==> src/inc/adc_ctrl_pkg.sv <==
// Constants for the converter control block: register map, fields, reset values, timing.
// Assumes a byte-wide register space reached over a 32-bit Avalon-MM slave.
package adc_ctrl_pkg;
  // Register indices (byte address is four times the index)
  localparam logic [7:0] IDX_PORT_A_PINS = 8'h05;
  localparam logic [7:0] IDX_PORT_E_PINS = 8'h09;
  localparam logic [7:0] IDX_INTERRUPT_CONTROL = 8'h0B;
  localparam logic [7:0] IDX_PERIPHERAL_FLAGS_ONE = 8'h0C;
  localparam logic [7:0] IDX_PERIPHERAL_FLAGS_TWO = 8'h0D;
  localparam logic [7:0] IDX_CONVERSION_RESULT = 8'h1E;
  localparam logic [7:0] IDX_CONVERTER_CONTROL = 8'h1F;
  localparam logic [7:0] IDX_PORT_A_DIRECTION = 8'h85;
  localparam logic [7:0] IDX_PORT_E_DIRECTION = 8'h89;
  localparam logic [7:0] IDX_PERIPHERAL_ENABLES_ONE = 8'h8C;
  localparam logic [7:0] IDX_PERIPHERAL_ENABLES_TWO = 8'h8D;
  localparam logic [7:0] IDX_ANALOG_PIN_CONFIG = 8'h9F;
  localparam logic [7:0] IDX_TRIGGER_SETUP = 8'hA0;
  localparam int ADDR_W = 10;
  // Field positions
  localparam int CTL_CLK_HI = 7;
  localparam int CTL_CLK_LO = 6;
  localparam int CTL_CHAN_HI = 5;
  localparam int CTL_CHAN_LO = 3;
  localparam int CTL_GO_BIT = 2;
  localparam int CTL_PWR_BIT = 0;
  localparam int DONE_FLAG_BIT = 6;
  localparam int DONE_ENABLE_BIT = 6;
  // Write masks / reset values
  localparam logic [7:0] CTL_MASK = 8'hFD;
  localparam logic [7:0] CTL_RESET = 8'h00;
  localparam logic [7:0] PINCFG_MASK = 8'h07;
  localparam logic [7:0] PINCFG_RESET = 8'h00;
  localparam logic [7:0] FLAGS_RESET = 8'h00;
  localparam logic [7:0] ENABLES_RESET = 8'h00;
  localparam logic [7:0] TWO_MASK = 8'h01;
  localparam logic [7:0] PORT_A_MASK = 8'h3F;
  localparam logic [7:0] PORT_E_MASK = 8'h07;
  localparam logic [7:0] DIR_A_RESET = 8'h3F;
  localparam logic [7:0] DIR_E_RESET = 8'h07;
  localparam logic [7:0] DIR_E_MASK = 8'hF7;
  localparam logic [3:0] TRIGGER_MODE = 4'hB;
  localparam logic [1:0] CLK_SEL_RC = 2'h3;
  // Timing: conversion bit periods, in clock cycles per divider setting
  localparam int CONV_BITS_X2 = 18;
  localparam int ABORT_WAIT_BITS = 2;
  localparam int CLK_SYS_MHZ = 250;
  localparam int RC_PERIOD_NS = 4000;
  localparam int RC_CYCLES = (RC_PERIOD_NS * CLK_SYS_MHZ) / 1000;
  localparam logic [11:0] DIV_2 = 12'd2;
  localparam logic [11:0] DIV_8 = 12'd8;
  localparam logic [11:0] DIV_32 = 12'd32;
  localparam logic [11:0] DIV_RC = 12'(RC_CYCLES);
endpackage : adc_ctrl_pkg

==> src/adc_bit_clock.sv <==
// Conversion half-bit-period tick generator.
// Assumes clk_sys runs at the rate named in the package; ticks only when enabled.
`timescale 1ns/1ps
module adc_bit_clock
  import adc_ctrl_pkg::*;
(
  // Clock and reset
  input wire logic clk_sys,
  input wire logic rst,
  // Control
  input wire logic run,
  input wire logic [1:0] clk_select,
  // Half-period tick
  output logic half_tick
);
  logic [11:0] count;
  logic [11:0] next_count;
  logic next_half_tick;
  logic [11:0] limit;

  // Half a bit period per tick so that 9.0 periods are counted in halves
  function automatic logic [11:0] half_of(input logic [1:0] sel);
    unique case (sel)
      2'h0: half_of = DIV_2 >> 1;
      2'h1: half_of = DIV_8 >> 1;
      2'h2: half_of = DIV_32 >> 1;
      2'h3: half_of = DIV_RC >> 1;
    endcase
  endfunction : half_of

  always_comb begin
    limit = half_of(clk_select);
    next_count = 12'h000;
    next_half_tick = 1'b0;
    if (run) begin
      if (count + 12'h001 >= limit) begin
        next_half_tick = 1'b1;
      end else begin
        next_count = count + 12'h001;
      end
    end
  end

  always_ff @(posedge clk_sys or posedge rst) begin
    if (rst) begin
      count <= 12'h000;
      half_tick <= 1'b0;
    end else begin
      count <= next_count;
      half_tick <= next_half_tick;
    end
  end
endmodule : adc_bit_clock

==> src/adc_result_store.sv <==
// Holds the conversion result byte; read data come out of a register.
// Assumes one writer per cycle; conversion load has priority over software.
`timescale 1ns/1ps
module adc_result_store #(
  parameter int WIDTH = 8
) (
  // Clock and reset
  input wire logic clk_sys,
  input wire logic rst,
  // Writes
  input wire logic load_conv,
  input wire logic [WIDTH-1:0] conv_data,
  input wire logic load_sw,
  input wire logic [WIDTH-1:0] sw_data,
  // Read
  output logic [WIDTH-1:0] value
);
  logic [WIDTH-1:0] next_value;

  always_comb begin
    next_value = value;
    if (load_conv) begin
      next_value = conv_data;
    end else if (load_sw) begin
      next_value = sw_data;
    end
  end

  // No reset on the content: it is undefined until first written [RL5]
  always_ff @(posedge clk_sys) begin
    value <= next_value;
  end
endmodule : adc_result_store

==> src/adc_reset_and_trigger_control.sv <==
// Converter control: register file, conversion sequencer, special event trigger.
// Assumes a 32-bit Avalon-MM master, an external sample-and-compare engine that
// supplies the converted byte, and a capture/compare unit giving a one-cycle trigger.
`timescale 1ns/1ps

// Contract
// [RL1] Sleep conversion needs RC clock, halt next
// [RL2] Device reset forces all registers to reset; the result store here has no reset
// [RL3] Reset disables converter and aborts conversion
// [RL4] After reset all converter pins analog
// [RL5] Result register not initialised by reset
// [RL6] Trigger accepted only with mode 1011, powered
// [RL7] Accepted trigger sets go and clears timer
// [RL8] Software selects channel, waits acquisition first
// [RL9] Unpowered converter ignores trigger; timer still clears
// [RL10] Control register layout and reset value
// [RL11] Pin configuration register: three bits, reset zero
// [RL12] Done flag at bit 6 of flags one
// [RL13] Done enable at bit 6 of enables one
// [RL14] Unimplemented bits read as zero
// [RL15] Software keeps parallel-port bits clear
// [RL16] Clearing go aborts, result kept
// [RL17] Conversion lasts nine bit periods
// [RL18] After abort wait two periods, reacquire
// [RL19] Completion loads result, clears go, sets flag
// [RL20] Trigger during conversion is ignored
module adc_reset_and_trigger_control
  import adc_ctrl_pkg::*;
#(
  parameter int DATA_W = 8
) (
  // Clock and reset
  input wire logic clk_sys,
  input wire logic rst,
  // Avalon-MM slave
  input wire logic [adc_ctrl_pkg::ADDR_W-1:0] avs_address,
  input wire logic avs_read,
  input wire logic avs_write,
  input wire logic [31:0] avs_writedata,
  input wire logic [3:0] avs_byteenable,
  output logic [31:0] avs_readdata,
  output logic avs_waitrequest,
  output logic [1:0] avs_response,
  // Capture/compare trigger and converted sample
  input wire logic special_event_trigger,
  input wire logic [DATA_W-1:0] sample_data,
  // Converter and timer side
  output logic timer_clear,
  output logic converting,
  output logic acquiring,
  output logic [2:0] input_channel_select,
  output logic [2:0] pin_analog_setting,
  output logic conversion_done_irq
);
  import adc_ctrl_pkg::*;

  typedef enum logic [1:0] {
    ST_IDLE = 2'b00,
    ST_CONV = 2'b01,
    ST_WAIT = 2'b10
  } seq_e;

  ////////////////////////////////////////////////////////////////////////////////
  // Register state
  logic [7:0] converter_control;
  logic [7:0] analog_pin_config;
  logic [7:0] peripheral_flags_one;
  logic [7:0] peripheral_flags_two;
  logic [7:0] peripheral_enables_one;
  logic [7:0] peripheral_enables_two;
  logic [7:0] interrupt_control;
  logic [7:0] port_a_pins;
  logic [7:0] port_e_pins;
  logic [7:0] port_a_direction;
  logic [7:0] port_e_direction;
  logic [3:0] second_unit_mode_field;
  logic [7:0] next_converter_control;
  logic [7:0] next_analog_pin_config;
  logic [7:0] next_peripheral_flags_one;
  logic [7:0] next_peripheral_flags_two;
  logic [7:0] next_peripheral_enables_one;
  logic [7:0] next_peripheral_enables_two;
  logic [7:0] next_interrupt_control;
  logic [7:0] next_port_a_pins;
  logic [7:0] next_port_e_pins;
  logic [7:0] next_port_a_direction;
  logic [7:0] next_port_e_direction;
  logic [3:0] next_second_unit_mode_field;

  // Bus state
  logic [31:0] next_avs_readdata;
  logic next_avs_waitrequest;
  logic [1:0] next_avs_response;
  logic bus_active;
  logic [7:0] wbyte;
  logic [7:0] index;
  logic wr_hit;
  logic mapped;

  // Sequencer state
  seq_e state;
  seq_e next_state;
  logic [4:0] halves;
  logic [4:0] next_halves;
  logic half_tick;
  logic done_now;
  logic trig_ok;
  logic [7:0] result_value;
  logic sw_result_load;
  logic next_timer_clear;
  logic next_converting;
  logic next_acquiring;
  logic next_irq;

  ////////////////////////////////////////////////////////////////////////////////
  // Helpers
  function automatic logic [7:0] read_reg(input logic [7:0] idx);
    read_reg = 8'h00;
    unique case (idx)
      IDX_CONVERTER_CONTROL: read_reg = converter_control & CTL_MASK; // [RL10] [RL14]
      IDX_ANALOG_PIN_CONFIG: read_reg = analog_pin_config & PINCFG_MASK; // [RL11] [RL14]
      IDX_PERIPHERAL_FLAGS_ONE: read_reg = peripheral_flags_one; // [RL12]
      IDX_PERIPHERAL_FLAGS_TWO: read_reg = peripheral_flags_two & TWO_MASK;
      IDX_PERIPHERAL_ENABLES_ONE: read_reg = peripheral_enables_one; // [RL13]
      IDX_PERIPHERAL_ENABLES_TWO: read_reg = peripheral_enables_two & TWO_MASK;
      IDX_INTERRUPT_CONTROL: read_reg = interrupt_control;
      IDX_CONVERSION_RESULT: read_reg = result_value;
      // Analog-configured port pins read low; not modelled, the written latch is read back masked to the port width
      IDX_PORT_A_PINS: read_reg = port_a_pins & PORT_A_MASK;
      IDX_PORT_E_PINS: read_reg = port_e_pins & PORT_E_MASK;
      IDX_PORT_A_DIRECTION: read_reg = port_a_direction & PORT_A_MASK;
      IDX_PORT_E_DIRECTION: read_reg = port_e_direction & DIR_E_MASK;
      IDX_TRIGGER_SETUP: read_reg = {4'h0, second_unit_mode_field};
      default: read_reg = 8'h00;
    endcase
  endfunction : read_reg

  function automatic logic is_mapped(input logic [7:0] idx);
    is_mapped = idx inside {IDX_CONVERTER_CONTROL, IDX_ANALOG_PIN_CONFIG,
      IDX_PERIPHERAL_FLAGS_ONE, IDX_PERIPHERAL_FLAGS_TWO, IDX_PERIPHERAL_ENABLES_ONE,
      IDX_PERIPHERAL_ENABLES_TWO, IDX_INTERRUPT_CONTROL, IDX_CONVERSION_RESULT,
      IDX_PORT_A_PINS, IDX_PORT_E_PINS, IDX_PORT_A_DIRECTION, IDX_PORT_E_DIRECTION,
      IDX_TRIGGER_SETUP};
  endfunction : is_mapped

  ////////////////////////////////////////////////////////////////////////////////
  // Sub-blocks
  adc_bit_clock u_bit_clock (
    .clk_sys(clk_sys),
    .rst(rst),
    .run(state != ST_IDLE),
    .clk_select(converter_control[CTL_CLK_HI:CTL_CLK_LO]),
    .half_tick(half_tick)
  );

  adc_result_store #(.WIDTH(8)) u_result (
    .clk_sys(clk_sys),
    .rst(rst),
    .load_conv(done_now),
    .conv_data(sample_data),
    .load_sw(sw_result_load),
    .sw_data(wbyte),
    .value(result_value)
  );

  ////////////////////////////////////////////////////////////////////////////////
  // Bus decode: every access answered one cycle after it is seen
  always_comb begin
    index = avs_address[ADDR_W-1:2];
    wbyte = avs_byteenable[0] ? avs_writedata[7:0] : 8'h00;
    mapped = is_mapped(index);
    bus_active = (avs_read || avs_write) && avs_waitrequest;
    wr_hit = bus_active && avs_write && avs_byteenable[0];
    sw_result_load = wr_hit && (index == IDX_CONVERSION_RESULT);
    next_avs_waitrequest = ~bus_active;
    next_avs_readdata = 32'h0000_0000;
    next_avs_response = 2'h0;
    if (bus_active) begin
      next_avs_response = mapped ? 2'h0 : 2'h2;
      if (avs_read) begin
        next_avs_readdata = {24'h000000, read_reg(index)};
      end
    end
  end

  ////////////////////////////////////////////////////////////////////////////////
  // Sequencer and register next values
  always_comb begin
    next_converter_control = converter_control;
    next_analog_pin_config = analog_pin_config;
    next_peripheral_flags_one = peripheral_flags_one;
    next_peripheral_flags_two = peripheral_flags_two;
    next_peripheral_enables_one = peripheral_enables_one;
    next_peripheral_enables_two = peripheral_enables_two;
    next_interrupt_control = interrupt_control;
    next_port_a_pins = port_a_pins;
    next_port_e_pins = port_e_pins;
    next_port_a_direction = port_a_direction;
    next_port_e_direction = port_e_direction;
    next_second_unit_mode_field = second_unit_mode_field;
    next_state = state;
    next_halves = halves;
    done_now = 1'b0;

    // Software writes
    if (wr_hit) begin
      unique case (index)
        IDX_CONVERTER_CONTROL: next_converter_control = wbyte & CTL_MASK; // [RL10]
        IDX_ANALOG_PIN_CONFIG: next_analog_pin_config = wbyte & PINCFG_MASK; // [RL11]
        IDX_PERIPHERAL_FLAGS_ONE: next_peripheral_flags_one = wbyte;
        IDX_PERIPHERAL_FLAGS_TWO: next_peripheral_flags_two = wbyte & TWO_MASK;
        IDX_PERIPHERAL_ENABLES_ONE: next_peripheral_enables_one = wbyte;
        IDX_PERIPHERAL_ENABLES_TWO: next_peripheral_enables_two = wbyte & TWO_MASK;
        IDX_INTERRUPT_CONTROL: next_interrupt_control = wbyte;
        IDX_PORT_A_PINS: next_port_a_pins = wbyte & PORT_A_MASK;
        IDX_PORT_E_PINS: next_port_e_pins = wbyte & PORT_E_MASK;
        IDX_PORT_A_DIRECTION: next_port_a_direction = wbyte & PORT_A_MASK;
        IDX_PORT_E_DIRECTION: next_port_e_direction = wbyte & DIR_E_MASK;
        IDX_TRIGGER_SETUP: next_second_unit_mode_field = wbyte[3:0];
        default: ;
      endcase
    end

    // Trigger: mode must match and converter powered; ignored mid-conversion
    trig_ok = special_event_trigger && (second_unit_mode_field == TRIGGER_MODE)
              && next_converter_control[CTL_PWR_BIT] && (state == ST_IDLE); // [RL6] [RL9] [RL20]
    if (trig_ok) begin
      next_converter_control[CTL_GO_BIT] = 1'b1; // [RL7]
    end

    unique case (state)
      ST_IDLE: begin
        next_halves = 5'h00;
        if (next_converter_control[CTL_GO_BIT] && next_converter_control[CTL_PWR_BIT]) begin
          next_state = ST_CONV;
        end
      end
      ST_CONV: begin
        if (!next_converter_control[CTL_GO_BIT] || !next_converter_control[CTL_PWR_BIT]) begin
          next_state = ST_WAIT; // [RL16]
          next_halves = 5'h00;
          next_converter_control[CTL_GO_BIT] = 1'b0;
        end else if (half_tick) begin
          if (halves == 5'(CONV_BITS_X2 - 1)) begin
            done_now = 1'b1; // [RL17]
            next_converter_control[CTL_GO_BIT] = 1'b0; // [RL19]
            next_state = ST_IDLE;
          end else begin
            next_halves = halves + 5'h01;
          end
        end
      end
      ST_WAIT: begin
        // Go is held low until the two-period recovery has passed
        next_converter_control[CTL_GO_BIT] = 1'b0;
        if (half_tick) begin
          if (halves == 5'(2 * ABORT_WAIT_BITS - 1)) begin
            next_state = ST_IDLE; // [RL18]
          end else begin
            next_halves = halves + 5'h01;
          end
        end
      end
      default: next_state = ST_IDLE;
    endcase

    // Hardware set wins over software clear
    if (done_now) begin
      next_peripheral_flags_one[DONE_FLAG_BIT] = 1'b1; // [RL19] [RL12]
    end

    next_timer_clear = special_event_trigger && (second_unit_mode_field == TRIGGER_MODE); // [RL7] [RL9]
    next_converting = (next_state == ST_CONV);
    next_acquiring = (next_state == ST_IDLE) && next_converter_control[CTL_PWR_BIT]; // [RL18]
    next_irq = next_peripheral_flags_one[DONE_FLAG_BIT]
               && next_peripheral_enables_one[DONE_ENABLE_BIT]; // [RL13]
  end

  ////////////////////////////////////////////////////////////////////////////////
  // Registers
  always_ff @(posedge clk_sys or posedge rst) begin
    if (rst) begin
      converter_control <= CTL_RESET; // [RL2] [RL3] [RL10]
      analog_pin_config <= PINCFG_RESET; // [RL4] [RL11]
      peripheral_flags_one <= FLAGS_RESET; // [RL12]
      peripheral_flags_two <= FLAGS_RESET;
      peripheral_enables_one <= ENABLES_RESET; // [RL13]
      peripheral_enables_two <= ENABLES_RESET;
      interrupt_control <= 8'h00;
      port_a_pins <= 8'h00;
      port_e_pins <= 8'h00;
      port_a_direction <= DIR_A_RESET; // [RL4]
      port_e_direction <= DIR_E_RESET;
      second_unit_mode_field <= 4'h0;
      state <= ST_IDLE; // [RL3]
      halves <= 5'h00;
      avs_readdata <= 32'h0000_0000;
      avs_waitrequest <= 1'b1;
      avs_response <= 2'h0;
      timer_clear <= 1'b0;
      converting <= 1'b0;
      acquiring <= 1'b0;
      input_channel_select <= 3'h0;
      pin_analog_setting <= 3'h0;
      conversion_done_irq <= 1'b0;
    end else begin
      converter_control <= next_converter_control;
      analog_pin_config <= next_analog_pin_config;
      peripheral_flags_one <= next_peripheral_flags_one;
      peripheral_flags_two <= next_peripheral_flags_two;
      peripheral_enables_one <= next_peripheral_enables_one;
      peripheral_enables_two <= next_peripheral_enables_two;
      interrupt_control <= next_interrupt_control;
      port_a_pins <= next_port_a_pins;
      port_e_pins <= next_port_e_pins;
      port_a_direction <= next_port_a_direction;
      port_e_direction <= next_port_e_direction;
      second_unit_mode_field <= next_second_unit_mode_field;
      state <= next_state;
      halves <= next_halves;
      avs_readdata <= next_avs_readdata;
      avs_waitrequest <= next_avs_waitrequest;
      avs_response <= next_avs_response;
      timer_clear <= next_timer_clear;
      converting <= next_converting;
      acquiring <= next_acquiring;
      input_channel_select <= next_converter_control[CTL_CHAN_HI:CTL_CHAN_LO];
      pin_analog_setting <= next_analog_pin_config[2:0];
      conversion_done_irq <= next_irq;
    end
  end
endmodule : adc_reset_and_trigger_control

==> config.mk <==
export PLATFORM = sky130hd
export DESIGN_NAME = adc_reset_and_trigger_control
export DESIGN_NICKNAME = d
export VERILOG_FILES = /design/src/inc/adc_ctrl_pkg.sv /design/src/adc_bit_clock.sv /design/src/adc_result_store.sv /design/src/adc_reset_and_trigger_control.sv
export SDC_FILE = /design/constraint.sdc
export NUM_CORES = 1
export LEC_CHECK = 0
export BUFFER_PORTS_ARGS = -buffer_cell sky130_fd_sc_hd__buf_4
export CAP_MARGIN = 20
export CORE_UTILIZATION = 60
export DETAILED_ROUTE_END_ITERATION = 8
export PLACE_DENSITY = 0.91
export SLEW_MARGIN = 20
export SYNTH_ARGS = -nofsm -noshare
export SYNTH_HDL_FRONTEND = slang
export SYNTH_SLANG_ARGS = --single-unit
==> constraint.sdc <==
create_clock -name clk_sys -period 8.2 [get_ports clk_sys]
set_input_delay 0.82 -clock clk_sys [delete_from_list [all_inputs] [get_ports clk_sys]]
set_output_delay 0.82 -clock clk_sys [all_outputs]
set_load 0.01 [all_outputs]
* Word-level counts from Yosys, hierarchy flattened
Cells that the tools add are included.
Storage, ports and cells: bits of input ports 59, logic and storage cells 134, flip-flop bits (word level) 132, output and inout port bits 45
Cells by class: add/sub/neg operators 2, reductions and logical operators 34, muxes and demuxes 42, eq/ne operators 26, order comparisons 1, bitwise operators 1
Operators by type and width (count):
- $pmux W8 S13 | 1
- $eq A8 B8 Y1 const B | 6
- $pmux W12 S4 | 1
- $eq A8 B4 Y1 const B | 4
- $mux W32 | 1
- $mux W8 | 4
- $mux W7 | 4
- $mux W5 | 5
- $mux W12 | 2
- $reduce_and A2 Y1 | 12
- $eq A8 B5 Y1 const B | 2
- $mux W2 | 8
- $pmux W5 S3 | 1
- $reduce_bool A13 Y1 | 1
- $add A12 B1 Y12 const B | 1
- $ge A12 B12 Y1 | 1
- $mux W6 | 2
- $mux W1 | 11
- $logic_and A1 B1 Y1 | 10
- $eq A8 B3 Y1 const B | 1
- $eq A2 B1 Y1 const B | 3
- $eq A2 B2 Y1 const B | 3
- $logic_not A2 Y1 | 3
- $pmux W2 S3 | 1
- 15 further kinds | 18

* Logic depth before layout (Yosys ltp)
word-level depth 14, depth in mapped cells 11, gate-level depth less buffers 10

* Hierarchy
A second synthesis with hierarchy kept.
Unflattened totals: cells, all modules 507, area total of the unflattened synthesis 5661.7 sq um
Modules (own cells, without submodules):
- adc_reset_and_trigger_control | cells each 408, instances 1, area an instance 4486.8 sq um, seq. area each 2089.5 sq um
- adc_bit_clock | cells each 81, instances 1, area an instance 797.0 sq um, seq. area each 325.3 sq um
- adc_result_store | cells each 18, instances 1, area an instance 377.9 sq um, seq. area each 240.2 sq um

* Least setup slack after synthesis
No wires, ideal clock.
path kind input port to flip-flop, start point in avs_byteenable[0], end point reg u_result.value[0], enable pin, setup time 398 ps, arrival time 2390 ps, stages 3, slack 5412 ps, path through clkbuf_1 > nand3_1 > o41ai_1
On the way: longest elaborated chain between the ends 11, elaborated cells on any way between the ends 14
RTL lines:
- from (decl) | RTL line adc_reset_and_trigger_control.sv:40 | input wire logic [3:0] avs_byteenable,
- $mux W8 | RTL line adc_reset_and_trigger_control.sv:170 | wbyte = avs_byteenable[0] ? avs_writedata[7:0] : 8'h00;
- $mux W6 | RTL line adc_reset_and_trigger_control.sv:207 | unique case (index)
- $mux W6 | RTL line adc_reset_and_trigger_control.sv:206 | if (wr_hit) begin
- $logic_and A1 B1 Y1 (2 in a row) | RTL line adc_reset_and_trigger_control.sv:226 | && next_converter_control[CTL_PWR_BIT] && (state == ST_IDLE);
- $mux W1 | RTL line adc_reset_and_trigger_control.sv:227 | if (trig_ok) begin
- $logic_not A1 Y1 | RTL line adc_reset_and_trigger_control.sv:239 | if (!next_converter_control[CTL_GO_BIT] || !next_converter_control[CTL_PWR_BIT]) begin
- $logic_or A1 B1 Y1 | RTL line adc_reset_and_trigger_control.sv:239
- $mux W1 | RTL line adc_reset_and_trigger_control.sv:239
- $mux W1 | RTL line adc_reset_and_trigger_control.sv:231 | unique case (state)
- $reduce_bool A2 Y1 (no source line) *
- to (signal assigned) | RTL line adc_result_store.sv:31 | value <= next_value;
- to (decl) | RTL line adc_result_store.sv:16 | output logic [WIDTH-1:0] value
Every way passes the cells marked *; elsewhere a longest branch is shown, timed or not. A chain may end at the register's enable or synchronous reset.

* Worst setup path after layout
start point in avs_address[9] (netlist name), end point reg u_result.value[1], enable pin
On the way: longest elaborated chain between the ends 11, elaborated cells on any way between the ends 14
RTL lines:
- from (decl) | RTL line adc_reset_and_trigger_control.sv:36 | input wire logic [adc_ctrl_pkg::ADDR_W-1:0] avs_address,
- $eq A8 B5 Y1 | RTL line adc_reset_and_trigger_control.sv:207
- $mux W6 | RTL line adc_reset_and_trigger_control.sv:207
- $mux W6 | RTL line adc_reset_and_trigger_control.sv:206
- $logic_and A1 B1 Y1 (2 in a row) | RTL line adc_reset_and_trigger_control.sv:226
- $mux W1 | RTL line adc_reset_and_trigger_control.sv:227
- $logic_not A1 Y1 | RTL line adc_reset_and_trigger_control.sv:239
- $logic_or A1 B1 Y1 | RTL line adc_reset_and_trigger_control.sv:239
- $mux W1 | RTL line adc_reset_and_trigger_control.sv:239
- $mux W1 | RTL line adc_reset_and_trigger_control.sv:231
- $reduce_bool A2 Y1 (no source line) *
Marked as above.

==> impl_results.md <==
- Syn Area/Cell: 10.86 um2
- Fill cells: 631
- Ys async rst share: 92.31%
- Port bufs: 49
- Relative slew slack: 22.92%
- Cts hold-fix bufs: 0
- CTS Sinks: 104
- Final setup violating endpoints: 0
- Commonest non-fill, non-tap cells in the layout: dfrtp_1, mux2_2, nand2_1
- Top Ports: 104
- Final Hold Slack: 514.8 ps
- Drt wl/cell: 19.66 um
- Final hold vios: 0
- R2r endpoint: u_result.value[1]
- Initial Util: 62.94%
- Drt total wl: 13170 um
- CP Data Arrival Time: slightly above 3000 ps
- Max Cap Viol: 0
- Max-slew violations: 0
- Via density: 6.549
- P_leak: 2.769 nW
- CTS max path bufs: 2
- Failing checks: design-rule violations
- FF+latch count, synth: 104
- Reg2reg path depth: 7
- Mapped cell area: 5569 um2
- P per Cell Area: 158.2 nW/um2
- ANT cells: 0
- Placer Congestion: 0.9047
- DRT antenna net count: 0
- DP Worst Slack: 4931 ps
- First-pass GRT wire length: between 20000 and 25000 um
- # resized after CTS: 0
- Synth warnings: 0
- Hold WC Path Type: primary input to asynchronous set/reset pin
- Gr usage total: between 20% and 30%
- Final worst slack: 5233 ps
- VDD IR max: 0.0001328 V
- HPWL Detailed: 9179 um
- Total number of vias: about 4400
- Antenna violations before repair: 0
- Status: finished, violations left
- Cts bufs inserted: 9
- Insertion delay to the later sink of the worst-skew pair: ~370 ps
- Die X: 98.34 um
- Die ar.: 9671 um2
- Pre-antenna DRT Iters: 9
- Leading cell type in the layout, fill and taps excluded: dfrtp_1
- Layout Utilization: a little under 70%
- Gr ovfl total: 0
- Non-filler instance count after layout: 670
- CTS tree: done
- # rows: 34
- Largest net degree at the start of global routing: 58
- Post-DP Area: between 5000 and 6000 um2
- Root buffer cell: clkbuf_8
- Height of the chip: a little under 100 um
- Sequential area share after synthesis: approximately 48%
- Post-CTS Setup Inserts: 0
- Yosys cell types: 72
- Area occupied by multi-input gates: between 2000 and 3000 um2
- Layout cells sized above 1: 26.51%
- Dominant synthesized flop cell: dfrtp_1
- Fmax achieved: 337.1 MHz
- Setup TNS: 0 ps
- Core Area: 8848 um2
- H-tree depth: 3
- Skew final: 6.477 ps
- Pwr Total: 964.7 uW
- 1st-iter DRT viols: around 370
- Vias in the first global route: 4324
- CP Capture Type: flip-flop
- Worst Setup Path Type: primary input to flip-flop
- Req. time, crit path: roughly 8300 ps
- Slew @ Worst Pin: 1147 ps
- Tmin final: 2967 ps
- Cells after synthesis: between 500 and 600
- Detailed-route DRC error count: 12
- Crit. Startpoint: avs_address[9]
- Crit path to: u_result.value[1]
- R2r setup slk: 5380 ps
- Reg2reg start: avs_waitrequest
- Worst-path fanout max: 22
- Area Overhead vs Synth: 9.526%
- Placed insts: 654
- Reg area: between 2000 and 3000 um2
- Register clock-pin slew on the reported worst setup and hold paths: 100 ps
- Post-route cell area: slightly above 6000 um2
- RSZ-0062 raised after global routing: false
- Final period util: approximately 36%
- Post-synth EDFFs: 8
- CP startpoint kind: primary input
- Final Net Count: 630
==> power breakdown <==
| group | switching (mW) | leakage [nW] | internal [mW] |
|---|---|---|---|
| Clock | 0.178 | 0.101 | 0.143 |
| Combinational | 0.0687 | 1.31 | 0.0367 |
| Sequential | 0.00832 | 1.36 | 0.530 |
| Total | 0.255 | 2.77 | 0.710 |
==> synth_stat cells (8+ instances only) <==
master	n	area share [%]
edfxtp_1	8	4.3
inv_1	18	1.2
o21ai_0	17	1.5
nor2_1	20	1.3
nand3_1	13	1.2
dfstp_2	10	4.7
mux2i_1	10	1.8
ha_1	14	3.1
nand2_1	53	3.6
dfrtp_1	86	39
nor3b_1	8	1.1
nor3_1	11	0.99
buf_4	28	3.8
mux2_2	58	12
a21oi_1	19	1.7
a22oi_1	10	1.3
==> area by class of cell <==
class,instances,area share (%)
Clock buffer,10,2.092
Tap cell,108,2.215
Timing Repair Buffer,51,6.277
Sequential cell,104,43.53
Clock inverter,6,1.087
Inverter,18,1.128
Multi-Input combinational cell,373,43.67
==> registers in the layout (all words and copies together) (netlist names), 3 cells and up <==
signal	flops
second_unit_mode_field	4
port_e_pins	3
avs_readdata	8
peripheral_enables_one	8
interrupt_control	8
port_a_direction	6
u_result.value	8
port_e_direction	7
peripheral_flags_one	8
analog_pin_config	3
halves	5
port_a_pins	6
converter_control	5
u_bit_clock.count	12
==> how the worst min path moves through the flow <==
stage	to	slack, ps	from	depth (start not counted)
3_3_place_gp	peripheral_flags_one[5]	490	peripheral_flags_one[5]	1
3_5_place_dp	peripheral_flags_one[1]	490	peripheral_flags_one[1]	1
4_1_cts	peripheral_flags_one[1]	520	peripheral_flags_one[1]	1
2_1_floorplan	peripheral_enables_two[0]	470	peripheral_enables_two[0]	1
6_report	u_bit_clock.count[7]	510	rst	2
5_1_grt	interrupt_control[6]	540	interrupt_control[6]	1
==> metal layers <==
metal / track usage, % / routed length [um] / part of all wire [%] / up-vias
met2: 47.40 / 6422 / 49 / 274
met1: 37.96 / 5117 / 39 / 2147
met3: 4.724 / 1049 / 8.0 / 61
li1: - / - / - / 1906
met5: 0 / 0 / 0 / -
met4: 14.58 / 582 / 4.4 / 0
==> critical path: stages <==
cell	delay (ps)
buf_4	280
and4b_1	290
a31oi_4	290
o32ai_4	160
nor3_4	540
inv_1	250
o41ai_1	130
buf_4	270
==> kinds of logic after synthesis <==
kind of cell / synth area share, %
AO/OA/AOI/OAI: 12.13
XOR/XNOR: 1.415
adder cells (fa/ha/maj): 3.145
buffers and inverters: 6.425
flip-flops: 47.67
multiplexers: 13.53
other: 0.06734
AND/OR/NAND/NOR: 15.61
No activity file was read; power rests on OpenSTA's default activity.
